==> src/verilog/pbm_pkg.sv <==
// package for the port b upper pin mux: register map, fields, reset values
`default_nettype none
package pbm_pkg;
    // register word addresses (byte offsets, one aligned word each)
    localparam logic [7:0] PBM_OFF_PIN_DATA = 8'h00; // port_pin_data
    localparam logic [7:0] PBM_OFF_LATCH = 8'h04; // port_output_latch
    localparam logic [7:0] PBM_OFF_DIR = 8'h08; // port_direction
    localparam logic [7:0] PBM_OFF_INTERRUPT_CONTROL_MAIN = 8'h0c; // interrupt_control_main
    localparam logic [7:0] PBM_OFF_INTERRUPT_CONTROL_SECOND = 8'h10; // interrupt_control_second
    localparam logic [7:0] PBM_OFF_INTERRUPT_CONTROL_THIRD = 8'h14; // interrupt_control_third
    localparam logic [7:0] PBM_OFF_SEG_LOW = 8'h18; // segment_enable_low
    localparam logic [7:0] PBM_OFF_SEG_HIGH = 8'h1c; // segment_enable_high
    localparam logic [7:0] PBM_OFF_IRQ_STAT = 8'h20; // sticky event status
    localparam logic [7:0] PBM_OFF_IRQ_MASK = 8'h24; // event mask
    localparam logic [7:0] PBM_OFF_PERIPH = 8'h28; // peripheral pin control
    // field positions
    localparam int PBM_BIT_CHG_FLAG = 0; // pin_change_flag in main control
    localparam int PBM_BIT_CHG_IE = 3; // pin_change_irq_enable in main control
    localparam int PBM_BIT_PU_DIS_N = 7; // pullup_disable_n in second control
    localparam int PBM_BIT_CHG_PRIO = 0; // pin_change_priority in second control
    localparam int PBM_BIT_SEGMENT_DRIVE_ELEVEN = 3; // segment 11 in low segment enables
    localparam int PBM_BIT_SEGMENT_DRIVE_TWENTY_NINE = 5; // segment 29 in high segment enables
    localparam int PBM_BIT_CCP_OUT = 0; // periph: pin 3 compare/pwm enable
    localparam int PBM_BIT_PWM_A = 1; // periph: pin 3 channel a enable
    localparam int PBM_BIT_SHUT_TRI = 2; // periph: tri-state on shutdown
    // reset values
    localparam logic [7:0] PBM_RST_DIR = 8'hff; // all inputs
    localparam logic [7:0] PBM_RST_LATCH = 8'h00;
    localparam logic [7:0] PBM_RST_CTRL = 8'h00;
    localparam logic [7:0] PBM_RST_INTERRUPT_CONTROL_SECOND = 8'hff; // pull-ups off at power-on
    localparam logic [3:0] PBM_RST_NIBBLE = 4'h0;
    // event status bits
    localparam int PBM_EV_CHANGE = 0; // change flag set
    localparam int PBM_EV_SHUTDOWN = 1; // pwm shutdown began
    localparam int PBM_EV_W = 2;
    // change flag may be cleared one instruction cycle after a port access
    localparam int PBM_TCY_NS = 40;
    localparam int PBM_CLK_NS = 10;
    localparam int PBM_TCY_CYC = (PBM_TCY_NS + PBM_CLK_NS - 1) / PBM_CLK_NS;
    localparam logic [2:0] PBM_TCY_CYC_W = 3'(PBM_TCY_CYC);
    // bus answer states
    typedef enum logic [1:0] {
        PBM_ST_IDLE = 2'b01,
        PBM_ST_ACC = 2'b10
    } pbm_state_e;
endpackage : pbm_pkg
`default_nettype wire

==> src/verilog/pbm_sync.sv <==
// three-stage synchroniser for pin inputs, change accepted when stages 2 and 3 agree
`default_nettype none
module pbm_sync
    import pbm_pkg::*;
#(
    parameter int W = 5
) (
    input wire logic pclk,
    input wire logic presetn,
    input wire logic ce,
    input wire logic [W-1:0] din,
    output logic [W-1:0] dout
);
    logic [W-1:0] s1_reg, s2_reg, s3_reg, out_reg;
    logic [W-1:0] out_next;

    // per bit: stage one only feeds stage two
    genvar g;
    for (g = 0; g < W; g++) begin : g_bit
        always_comb begin
            out_next[g] = (s2_reg[g] == s3_reg[g]) ? s3_reg[g] : out_reg[g];
        end
    end

    // registers only
    always_ff @(posedge pclk or negedge presetn) begin
        if (!presetn) begin
            s1_reg <= '0;
            s2_reg <= '0;
            s3_reg <= '0;
            out_reg <= '0;
        end else if (ce) begin
            s1_reg <= din;
            s2_reg <= s1_reg;
            s3_reg <= s2_reg;
            out_reg <= out_next;
        end
    end

    assign dout = out_reg;
endmodule : pbm_sync
`default_nettype wire

==> src/verilog/pbm_port.sv <==
// port b upper pins 3..7: pin mux, register file over apb, change detect
// Functional notes
// - pin 3: ccp2 drives when output, else captures
// - channel a overrides data, tri-states on shutdown
// - pins 4-7: latch out or input with pull-up
// - segment 11/29 enable takes pin entirely
// - pin 5 feeds timer3 clock, timer1 gate unless segment 29 is enabled
// - pin 6 always feeds programming clock
// - pin 7 bidirectional programming data, own direction
// - don't-care functions ignore direction bit
// - input pins 7:4 compared to last read; here a port write also reloads the old value
// - mismatch keeps flag set; clear after cycle
// - pull-up off for outputs, off at reset
//
// Chosen here: the address map and the APB register port.
`default_nettype none
module pbm_port
    import pbm_pkg::*;
(
    input wire logic pclk,
    input wire logic presetn,
    input wire logic ce,
    input wire logic psel,
    input wire logic penable,
    input wire logic pwrite,
    input wire logic [7:0] paddr,
    input wire logic [31:0] pwdata,
    output logic [31:0] prdata,
    output logic pready,
    output logic pslverr,
    input wire logic [7:3] pin_in,
    output logic [7:3] pin_out,
    output logic [7:3] pin_oe,
    output logic [7:3] pin_pullup,
    output logic [7:3] pin_seg_en,
    input wire logic seg_eleven_drive,
    input wire logic seg_twenty_nine_drive,
    input wire logic ccp_two_out,
    input wire logic pwm_two_a_out,
    input wire logic pwm_shutdown,
    output logic ccp_two_capture_in,
    output logic time_measure_edge_two,
    output logic timer_three_clock_in,
    output logic timer_one_gate_in,
    output logic program_clock,
    input wire logic program_mode,
    input wire logic program_data_out,
    input wire logic program_data_oe,
    output logic program_data_in,
    output logic change_irq_high,
    output logic change_irq_low,
    output logic irq
);
    // synchronised pin levels
    logic [7:3] pin_sync;
    pbm_sync #(.W(5)) u_sync (
        .pclk(pclk),
        .presetn(presetn),
        .ce(ce),
        .din(pin_in),
        .dout(pin_sync)
    );

    // register state
    logic [7:3] latch_reg, latch_next; // output_latch_bits
    logic [7:3] dir_reg, dir_next; // direction_bits
    logic [7:0] interrupt_control_main_reg, interrupt_control_main_next;
    logic [7:0] interrupt_control_second_reg, interrupt_control_second_next;
    logic [7:0] interrupt_control_third_reg, interrupt_control_third_next;
    logic [7:0] seg_low_reg, seg_low_next;
    logic [7:0] seg_high_reg, seg_high_next;
    logic [2:0] periph_reg, periph_next;
    logic [PBM_EV_W-1:0] stat_reg, stat_next;
    logic [PBM_EV_W-1:0] mask_reg, mask_next;
    logic [3:0] old_reg, old_next; // pin value seen at last port access, read or write
    logic [2:0] hold_reg, hold_next; // cycles until flag may clear
    logic shut_reg, shut_next; // previous shutdown level
    logic [31:0] rdata_reg, rdata_next;
    pbm_state_e st_reg, st_next;

    // bus decode
    logic acc, wr, rd, port_acc, mapped;
    logic [3:0] mismatch;
    logic [7:3] pin_data_bits;
    logic segment_drive_eleven_on, segment_drive_twenty_nine_on;

    always_comb begin
        acc = psel && penable && (st_reg == PBM_ST_ACC);
        wr = acc && pwrite;
        // reads are decoded in the setup cycle so prdata stands at the pready edge
        rd = psel && !penable && !pwrite && (st_reg == PBM_ST_IDLE);
        port_acc = acc && (paddr == PBM_OFF_PIN_DATA);
        mapped = (paddr <= PBM_OFF_PERIPH) && (paddr[1:0] == 2'b00);
    end

    assign segment_drive_eleven_on = seg_low_reg[PBM_BIT_SEGMENT_DRIVE_ELEVEN];
    assign segment_drive_twenty_nine_on = seg_high_reg[PBM_BIT_SEGMENT_DRIVE_TWENTY_NINE];
    assign pin_data_bits = pin_sync;

    // input pins 7:4 against the value at the last port access, read or write; outputs excluded
    always_comb begin
        mismatch = (pin_sync[7:4] ^ old_reg) & dir_reg[7:4];
    end

    // apb setup/access: one wait-free access cycle
    always_comb begin
        case (st_reg)
            PBM_ST_IDLE: st_next = (psel && !penable) ? PBM_ST_ACC : PBM_ST_IDLE;
            PBM_ST_ACC: st_next = PBM_ST_IDLE;
            default: st_next = PBM_ST_IDLE;
        endcase
        if (!psel) begin
            st_next = PBM_ST_IDLE;
        end
    end

    // register writes and hardware updates
    always_comb begin
        latch_next = latch_reg;
        dir_next = dir_reg;
        interrupt_control_main_next = interrupt_control_main_reg;
        interrupt_control_second_next = interrupt_control_second_reg;
        interrupt_control_third_next = interrupt_control_third_reg;
        seg_low_next = seg_low_reg;
        seg_high_next = seg_high_reg;
        periph_next = periph_reg;
        mask_next = mask_reg;
        stat_next = stat_reg;
        old_next = old_reg;
        hold_next = (hold_reg != 3'h0) ? hold_reg - 3'h1 : hold_reg;
        shut_next = pwm_shutdown;
        if (wr) begin
            case (paddr)
                PBM_OFF_PIN_DATA: latch_next = pwdata[7:3]; // port write goes to latch
                PBM_OFF_LATCH: latch_next = pwdata[7:3];
                PBM_OFF_DIR: dir_next = pwdata[7:3];
                PBM_OFF_INTERRUPT_CONTROL_MAIN: begin
                    // flag clear only after the settle delay
                    interrupt_control_main_next = pwdata[7:0];
                    if (hold_reg != 3'h0) begin
                        interrupt_control_main_next[PBM_BIT_CHG_FLAG] = interrupt_control_main_reg[PBM_BIT_CHG_FLAG];
                    end
                end
                PBM_OFF_INTERRUPT_CONTROL_SECOND: interrupt_control_second_next = pwdata[7:0];
                PBM_OFF_INTERRUPT_CONTROL_THIRD: interrupt_control_third_next = pwdata[7:0];
                PBM_OFF_SEG_LOW: seg_low_next = pwdata[7:0];
                PBM_OFF_SEG_HIGH: seg_high_next = pwdata[7:0];
                PBM_OFF_IRQ_STAT: stat_next = stat_reg & ~pwdata[PBM_EV_W-1:0];
                PBM_OFF_IRQ_MASK: mask_next = pwdata[PBM_EV_W-1:0];
                PBM_OFF_PERIPH: periph_next = pwdata[2:0];
                default: ;
            endcase
        end
        // any port access ends the mismatch and starts the settle delay
        if (port_acc) begin
            // a read keeps what software saw, so no change slips between setup and access
            old_next = pwrite ? pin_sync[7:4] : rdata_reg[7:4];
            hold_next = PBM_TCY_CYC_W;
        end
        // set wins over software clear
        if (|mismatch) begin
            interrupt_control_main_next[PBM_BIT_CHG_FLAG] = 1'b1;
            stat_next[PBM_EV_CHANGE] = 1'b1;
        end
        if (pwm_shutdown && !shut_reg) begin
            stat_next[PBM_EV_SHUTDOWN] = 1'b1;
        end
    end

    // read mux, loaded at the setup edge; held in flip-flops through the access cycle
    always_comb begin
        rdata_next = rdata_reg;
        if (rd) begin
            case (paddr)
                PBM_OFF_PIN_DATA: rdata_next = {24'h0, pin_data_bits, 3'h0};
                PBM_OFF_LATCH: rdata_next = {24'h0, latch_reg, 3'h0};
                PBM_OFF_DIR: rdata_next = {24'h0, dir_reg, 3'h0};
                PBM_OFF_INTERRUPT_CONTROL_MAIN: rdata_next = {24'h0, interrupt_control_main_reg};
                PBM_OFF_INTERRUPT_CONTROL_SECOND: rdata_next = {24'h0, interrupt_control_second_reg};
                PBM_OFF_INTERRUPT_CONTROL_THIRD: rdata_next = {24'h0, interrupt_control_third_reg};
                PBM_OFF_SEG_LOW: rdata_next = {24'h0, seg_low_reg};
                PBM_OFF_SEG_HIGH: rdata_next = {24'h0, seg_high_reg};
                PBM_OFF_IRQ_STAT: rdata_next = {30'h0, stat_reg};
                PBM_OFF_IRQ_MASK: rdata_next = {30'h0, mask_reg};
                PBM_OFF_PERIPH: rdata_next = {29'h0, periph_reg};
                default: rdata_next = 32'h0;
            endcase
        end
    end

    // registers only
    always_ff @(posedge pclk or negedge presetn) begin
        if (!presetn) begin
            latch_reg <= PBM_RST_LATCH[7:3];
            dir_reg <= PBM_RST_DIR[7:3];
            interrupt_control_main_reg <= PBM_RST_CTRL;
            interrupt_control_second_reg <= PBM_RST_INTERRUPT_CONTROL_SECOND;
            interrupt_control_third_reg <= PBM_RST_CTRL;
            seg_low_reg <= PBM_RST_CTRL;
            seg_high_reg <= PBM_RST_CTRL;
            periph_reg <= PBM_RST_CTRL[2:0];
            stat_reg <= '0;
            mask_reg <= '0;
            old_reg <= PBM_RST_NIBBLE;
            hold_reg <= 3'h0;
            shut_reg <= 1'b0;
            rdata_reg <= 32'h0;
            st_reg <= PBM_ST_IDLE;
        end else if (ce) begin
            latch_reg <= latch_next;
            dir_reg <= dir_next;
            interrupt_control_main_reg <= interrupt_control_main_next;
            interrupt_control_second_reg <= interrupt_control_second_next;
            interrupt_control_third_reg <= interrupt_control_third_next;
            seg_low_reg <= seg_low_next;
            seg_high_reg <= seg_high_next;
            periph_reg <= periph_next;
            stat_reg <= stat_next;
            mask_reg <= mask_next;
            old_reg <= old_next;
            hold_reg <= hold_next;
            shut_reg <= shut_next;
            rdata_reg <= rdata_next;
            st_reg <= st_next;
        end
    end

    assign prdata = rdata_reg;
    assign pready = (st_reg == PBM_ST_ACC);
    assign pslverr = pready && psel && penable && !mapped;

    // pin 3 function priority: channel a, then compare/pwm, then latch
    logic p3_drive, p3_out;
    always_comb begin
        p3_out = latch_reg[3];
        p3_drive = !dir_reg[3];
        if (!dir_reg[3] && periph_reg[PBM_BIT_PWM_A]) begin
            p3_out = pwm_two_a_out;
            p3_drive = !(pwm_shutdown && periph_reg[PBM_BIT_SHUT_TRI]);
        end else if (!dir_reg[3] && periph_reg[PBM_BIT_CCP_OUT]) begin
            p3_out = ccp_two_out;
        end
    end

    // pins 4..7: latch, segment override, programming data on 7
    always_comb begin
        pin_out = {latch_reg[7:4], p3_out};
        pin_oe = {~dir_reg[7:4], p3_drive};
        pin_seg_en = 5'h0;
        if (program_mode) begin
            pin_out[7] = program_data_out;
            pin_oe[7] = program_data_oe;
            pin_oe[6] = 1'b0;
        end
        if (segment_drive_eleven_on) begin
            pin_oe[4] = 1'b0;
            pin_seg_en[4] = seg_eleven_drive;
        end
        if (segment_drive_twenty_nine_on) begin
            pin_oe[5] = 1'b0;
            pin_seg_en[5] = seg_twenty_nine_drive;
        end
    end

    // pull-ups: enable bit low, pin an input, pin not a segment
    always_comb begin
        pin_pullup = (interrupt_control_second_reg[PBM_BIT_PU_DIS_N] ? 5'h0 : dir_reg) & ~pin_oe;
        pin_pullup[4] = pin_pullup[4] && !segment_drive_eleven_on;
        pin_pullup[5] = pin_pullup[5] && !segment_drive_twenty_nine_on;
    end

    // peripheral inputs ignore direction bits, except ccp2 capture, which reads 0 unless pin 3 is an input
    assign ccp_two_capture_in = dir_reg[3] ? pin_sync[3] : 1'b0;
    assign time_measure_edge_two = pin_sync[3];
    assign timer_three_clock_in = segment_drive_twenty_nine_on ? 1'b0 : pin_sync[5];
    assign timer_one_gate_in = segment_drive_twenty_nine_on ? 1'b0 : pin_sync[5];
    assign program_clock = pin_sync[6];
    assign program_data_in = pin_sync[7];

    // change request gated by enable, split by priority
    logic chg_req;
    assign chg_req = interrupt_control_main_reg[PBM_BIT_CHG_FLAG] && interrupt_control_main_reg[PBM_BIT_CHG_IE];
    assign change_irq_high = chg_req && interrupt_control_second_reg[PBM_BIT_CHG_PRIO];
    assign change_irq_low = chg_req && !interrupt_control_second_reg[PBM_BIT_CHG_PRIO];
    assign irq = |(stat_reg & mask_reg);

    // checks
    a_mismatch_sets: assert property (@(posedge pclk) disable iff (!presetn)
        (ce && |mismatch) |=> interrupt_control_main_reg[PBM_BIT_CHG_FLAG])
        else $error("change flag not set on mismatch");
    a_pin3_output: assert property (@(posedge pclk) disable iff (!presetn)
        (!dir_reg[3] && periph_reg[PBM_BIT_CCP_OUT] && !periph_reg[PBM_BIT_PWM_A])
        |-> (pin_out[3] == ccp_two_out))
        else $error("pin 3 not driven by compare output");
    a_pwm_tristate: assert property (@(posedge pclk) disable iff (!presetn)
        (!dir_reg[3] && periph_reg[PBM_BIT_PWM_A] && pwm_shutdown
         && periph_reg[PBM_BIT_SHUT_TRI]) |-> !pin_oe[3])
        else $error("pin 3 driven during shutdown");
    a_latch_drive: assert property (@(posedge pclk) disable iff (!presetn)
        (!dir_reg[6] && !program_mode) |-> (pin_oe[6] && pin_out[6] == latch_reg[6]))
        else $error("pin 6 not driving latch");
    a_segment_takes: assert property (@(posedge pclk) disable iff (!presetn)
        segment_drive_eleven_on |-> (!pin_oe[4] && !pin_pullup[4]))
        else $error("pin 4 not released to segment");
    a_timer_feed: assert property (@(posedge pclk) disable iff (!presetn)
        !segment_drive_twenty_nine_on |-> (timer_three_clock_in == pin_sync[5]))
        else $error("timer clock not following pin 5");
    a_prog_data: assert property (@(posedge pclk) disable iff (!presetn)
        program_mode |-> (pin_oe[7] == program_data_oe))
        else $error("pin 7 direction not from programming");
    a_output_no_pull: assert property (@(posedge pclk) disable iff (!presetn)
        (pin_oe[5]) |-> !pin_pullup[5])
        else $error("pull-up on an output pin");
    a_clear_held: assert property (@(posedge pclk) disable iff (!presetn)
        (ce && wr && paddr == PBM_OFF_INTERRUPT_CONTROL_MAIN && hold_reg != 3'h0
         && interrupt_control_main_reg[PBM_BIT_CHG_FLAG]) |=> interrupt_control_main_reg[PBM_BIT_CHG_FLAG])
        else $error("change flag cleared too early");
    a_irq_gate: assert property (@(posedge pclk) disable iff (!presetn)
        !interrupt_control_main_reg[PBM_BIT_CHG_IE] |-> !(change_irq_high || change_irq_low))
        else $error("change request without enable");
endmodule : pbm_port
`default_nettype wire

==> config.mk <==
export PLATFORM = sky130hd
export DESIGN_NAME = pbm_port
export DESIGN_NICKNAME = d
export VERILOG_FILES = /design/src/verilog/pbm_pkg.sv /design/src/verilog/pbm_sync.sv /design/src/verilog/pbm_port.sv
export SDC_FILE = /design/constraint.sdc
export NUM_CORES = 1
export LEC_CHECK = 0
export BUFFER_PORTS_ARGS = -buffer_cell sky130_fd_sc_hd__buf_2
export CAP_MARGIN = 20
export CORE_MARGIN = 3
export CORE_UTILIZATION = 58
export CTS_CLUSTER_DIAMETER = 40
export DETAILED_ROUTE_END_ITERATION = 8
export PLACE_DENSITY = 0.9
export SLEW_MARGIN = 20
export SYNTH_ARGS = -nofsm -noshare
export SYNTH_HDL_FRONTEND = slang
export SYNTH_HIERARCHICAL = 1
export SYNTH_SLANG_ARGS = --single-unit
==> constraint.sdc <==
create_clock -name pclk -period 3.4 [get_ports pclk]
set_input_delay 0.51 -clock pclk [delete_from_list [all_inputs] [get_ports pclk]]
set_output_delay 0.51 -clock pclk [all_outputs]
set_load 0.005 [all_outputs]
### Word-level counts from Yosys, hierarchy flattened

Cells that the tools add are included.

| cells by class | value |
|---|---|
| add/subtract/negate cells | 1 |
| $lt $le $gt $ge | 1 |
| eq/ne operators | 18 |
| mux-type cells | 27 |
| bitwise operators | 8 |
| reduce and logical (&&, ||, !) cells | 61 |

Operators by type and width:

| operator | number |
|---|---|
| one-hot mux 8 bit (11 select lines) | 1 |
| AND reduction 3 bit | 11 |
| equality test 8 x 5 -> 1 bit (second input constant) | 4 |
| equality test 8 x 6 -> 1 bit (second input constant) | 3 |
| logical AND 1 bit | 20 |
| equality test 8 x 4 -> 1 bit (second input constant) | 2 |
| two-way mux 1 bit | 16 |
| AND reduction 2 bit | 8 |
| two-way mux 2 bit | 6 |
| nonzero test 2 bit | 6 |
| logical NOT 1 bit | 9 |
| equality test 8 x 3 -> 1 bit (second input constant) | 1 |
| <= comparator 8 x 6 -> 1 bit (second input constant) | 1 |
| logical NOT 8 bit | 1 |
| two-way mux 3 bit | 2 |
| bitwise AND 5 bit | 1 |
| equality test 1 bit | 5 |
| two-way mux 5 bit | 1 |
| NOT 5 bit | 1 |
| bitwise AND 2 bit | 2 |
| bitwise AND 4 bit | 1 |
| two-way mux 4 bit | 1 |
| NOT 4 bit | 1 |
| AND reduction 4 bit | 1 |
| other kinds (10) | 11 |

| word-level totals | value |
|---|---|
| register bits after elaboration | 119 |
| bits of input ports | 59 |
| output and inout port bits | 63 |
| word-level logic and storage cells | 141 |

### Depth between registers and ports, before layout

| depth | value |
|---|---|
| word-level depth | 6 |
| mapped depth | 7 |
| depth with buffers taken out | 6 |

### Hierarchy

The synthesis kept the hierarchy.

By module, submodules not included:

| module | instances | cells each | area each (µm²) | seq. area each (µm²) |
|---|---|---|---|---|
| pbm_port | 1 | 365 | 4,147.7 | 1,894.3 |
| pbm_sync | 1 | 57 | 817.0 | 500.5 |

### Worst setup path after synthesis

Ideal clock, no wire load.

| timing path | value |
|---|---|
| path kind | input-to-reg |
| start point | input penable |
| end point | register seg_high_reg[0] |
| library setup time | 125 ps |
| data arrival time | 1,788 ps |
| required time | 3,275 ps |
| setup slack | 1,488 ps |
| stages | 5 |
| buffers on the path | 0 |
| cell sequence | and4b_1 -> and3_4 -> nand3_4 -> nor3_4 -> mux2_2 |

| on the way | value |
|---|---|
| cells in the longest elaborated chain, start to end | 4 |

RTL lines:

| what | RTL line | RTL |
|---|---|---|
| start: declaration | pbm_port.sv:24 | `input wire logic penable,` |
| logical AND 1 bit (2 in series) | pbm_port.sv:88 | `acc = psel && penable && (st_reg == PBM_ST_ACC);` |
| logical AND 1 bit | pbm_port.sv:89 | `wr = acc && pwrite;` |
| AND reduction 3 bit (no source line) | -- |  |
| end signal: assignment | pbm_port.sv:216 | `seg_high_reg <= seg_high_next;` |
| end: declaration | pbm_port.sv:71 | `logic [7:0] seg_high_reg, seg_high_next;` |

Every way passes these cells.
A chain may end at the register's enable or synchronous reset.

### Worst setup path after layout

| timing path | value |
|---|---|
| start point | input paddr[4] |
| end point | output pslverr |

| on the way | value |
|---|---|
| cells in the longest elaborated chain, start to end | 4 |

RTL lines:

| what | RTL line | RTL |
|---|---|---|
| start: declaration | pbm_port.sv:26 | `input wire logic [7:0] paddr,` |
| <= comparator 8 x 6 -> 1 bit | pbm_port.sv:93 | `mapped = (paddr <= PBM_OFF_PERIPH) && (paddr[1:0] == 2'b00);` |
| logical AND 1 bit | pbm_port.sv:93 |  |
| logical NOT 1 bit | pbm_port.sv:230 | `assign pslverr = pready && psel && penable && !mapped;` |
| logical AND 1 bit | pbm_port.sv:230 |  |
| end: declaration | pbm_port.sv:30 | `output logic pslverr,` |

Every way passes these cells.

==> results.json <==
{
  "fin_skew_ns": 0.0129,
  "path_clk_slew_ns": 0.10,
  "cts_max_level": 3,
  "num-fill-cells": 620,
  "syn_to_final_growth_pct": 9.60,
  "reg2reg_depth": 5,
  "syn_area_um2": 4960,
  "synth.area.top_cells": "dfrtp_1 (41%), mux2_2 (16%), dfstp_2 (7.4%), buf_4 (5.3%), o21ai_0 (2.8%)",
  "postCtsSetupRepairBufs": 0,
  "status": "completed",
  "grt_max_degree": 53,
  "dp_cells": 582,
  "core_um2": 8260,
  "yosysTopAreaCellShare_pct": 40.8,
  "hpwlAfterDp_um": 8220,
  "initial_core_util_pct": 60.1,
  "nets": 549,
  "timing.rr.end": "seg_high_reg[3]$_DFFE_PN0P_",
  "worstPathArrival_ns": 1.88,
  "required_ns": 2.89,
  "ant_nets": 0,
  "mostFrequentLayoutCells": "dfrtp_1 (81), mux2_2 (72), buf_2 (69)",
  "hold_buffers": 0,
  "clock_latency_ns": 0.37,
  "synth_cell_types": 58,
  "max-vdd-ir-drop_v": 0.000224,
  "diodes": 0,
  "synth_warnings": 6,
  "syn_area_per_cell_um2": 11.8,
  "drc_errors": 0,
  "die_area_um2": 9710,
  "met2_usage_pct": 41.1,
  "antenna_found_initial": 0,
  "hp-class": "in -> async",
  "critPathLaunchType": "input port",
  "pin_count": 122,
  "p_per_area_nw_per_um2": 429,
  "cts_tree": "done",
  "crit_family": "simple AND/OR/NAND/NOR gates",
  "clock_path_buffers": 2,
  "tightest_slew_ns": 0.693,
  "relSlewSlack_pct": 53.4,
  "grt_use_met3_pct": 4.95,
  "netlist.top_cell.by_area": "dfrtp_1",
  "leakage_nw": 2.64,
  "die_x_um": 98.5,
  "slew_viol_final": 0,
  "crit_fanout": 23,
  "firstDrtPassIters": 5,
  "cts_inserted_buffers": 9,
  "rows": 33,
  "rsz0062_at_grt": "false",
  "track_usage_pct": 24.5,
  "hold_violations": 0,
  "wire_per_inst_um": 19.3,
  "async_reset_ff_share_pct": 100,
  "grt_pass1_wl_um": 18900,
  "worst_path_max_delay_cell": "nor4b_4",
  "fin_cells": 598,
  "totalWireLength_um": 11500,
  "grt_busiest_layer": "met2",
  "r2r_start": "st_reg[0]$_DFFE_PN1P_",
  "cts-root-buf": "clkbuf_8",
  "path_buf_inv": 2,
  "setup_viol": 0,
  "vias": 3572,
  "critPathCaptureType": "output pin",
  "drt_iter0_markers": 292,
  "die_h_um": 98.5,
  "min_period_over_period_pct": 70.2,
  "slowest_delay_ns": 0.52,
  "ys_ff_latch": 95,
  "place_ws_ns": 0.808,
  "final_util_pct": 65.9,
  "syn_inst": 422,
  "fmax_mhz": 419,
  "synth_seq_area_share_pct": 48.2,
  "viasPerCell": 5.97,
  "grt_pass1_vias": 3673,
  "io_buffer_count": 70,
  "drive_gt1_share_pct": 40.0,
  "tns_ns": 0,
  "post-route-min-period_ns": 2.39,
  "synth-edff-count": 0,
  "gr-total-overflow": 0,
  "maxCapViolCount": 0,
  "path_cells": "buf_2 > nor4b_4 > nand3_1 > o211a_1 > buf_2",
  "final_common_cell": "dfrtp_1",
  "grt_use_met1_pct": 30.8,
  "critical_path_class": "in -> out",
  "cts_sinks": 95,
  "gp_congestion": 0.877,
  "regToRegSetupSlack_ns": 1.18,
  "cts_resized": 0,
  "path_common_cell": "buf_2",
  "dominantRegCellSynth": "dfrtp_1",
  "setup_ws_ns": 1.01
}
==> through the flow <==
step | area [um2] | power (mW) | hold WS [ns]
6_report | 5440 | 2.33 | 0.164
2_1_floorplan | 5060 | 1.50 | 0.214
5_1_grt | 5440 | 2.44 | 0.204
3_5_place_dp | 5250 | 1.63 | 0.474
3_3_place_gp | 5250 | 1.60 | 0.449
4_1_cts | 5440 | 2.35 | 0.180
==> worst reg2reg max path: stages, from the launching register on <==
cell and delay, ns:
dfstp_2 0.38, and4b_1 0.35, and3_4 0.26, nand3_4 0.13
nor3_4 0.56, mux2_2 0.43
==> synth_stat cells (2+ instances only) <==
library cell	number
and3b_1	3
a211o_1	2
mux4_2	6
a22o_1	7
ha_1	2
xor2_1	5
mux2i_1	11
buf_4	35
a32oi_1	2
a21oi_1	7
nand3b_1	3
nand4_1	4
o2bb2ai_1	2
buf_2	6
nor2_2	5
nand2b_1	3
nor3_4	2
clkbuf_1	2
a31oi_1	4
nor4_1	2
or2b_1	3
o21ai_0	28
a22oi_1	2
a21o_1	3
nand2_1	36
nor2b_1	4
nor3b_1	3
mux2_2	72
inv_1	8
dfrtp_1	81
dfstp_2	14
nand3_1	9
or2_2	2
and2_1	3
nor3_1	2
nor2_1	13
and3_1	5
==> per-layer routing <==
layer / vias up / wire length (um)
met3: 48 / 789
met1: 1764 / 4600
li1: 1591 / -
met2: 169 / 5640
met5: - / 0
met4: 0 / 494
==> kinds of logic after synthesis <==
| family | Yosys count | share of synthesized area, % |
|---|---|---|
| buffers and inverters | 53 | 7.18 |
| and+or+nand+nor | 112 | 13.3 |
| muxes | 90 | 21.5 |
| other | 1 | 0.0755 |
| DFF | 95 | 48.2 |
| adders and majority gates | 2 | 0.504 |
| xor gates and xnor gates | 5 | 0.882 |
| AOI/OAI and AO/OA | 64 | 8.34 |
==> how the worst max path moves through the flow <==
stage                     startpoint                           to  slack, ns  cells after the start
after floorplan              penable  seg_high_reg[0]$_DFFE_PN0P_       1.49                      5
after global placement      paddr[4]     latch_reg[3]$_DFFE_PN0P_       0.84                      5
after detailed placement    paddr[4]     latch_reg[5]$_DFFE_PN0P_       0.81                      5
after CTS                   paddr[4]                      pslverr       1.04                      5
after global routing        paddr[4]                      pslverr       0.94                      5
final                       paddr[4]                      pslverr       1.01                      5
==> report_power, final <==
group | internal [mW] | switching (mW)
sequential | 1.20 | 0.0824
combinational | 0.146 | 0.181
clock | 0.316 | 0.407
==> final cells by class <==
cell class | instances | area, um2 | area share [%]
clock buffers | 12 | 155 | 2.85
repair buffers | 74 | 383 | 7.04
well taps | 105 | 131 | 2.41
inverters | 8 | 30.0 | 0.552
multi-input cells | 300 | 2310 | 42.5
clock inverters | 4 | 36.3 | 0.667
flip-flops and latches | 95 | 2390 | 44.0
Power figures use the tool's default switching activity.
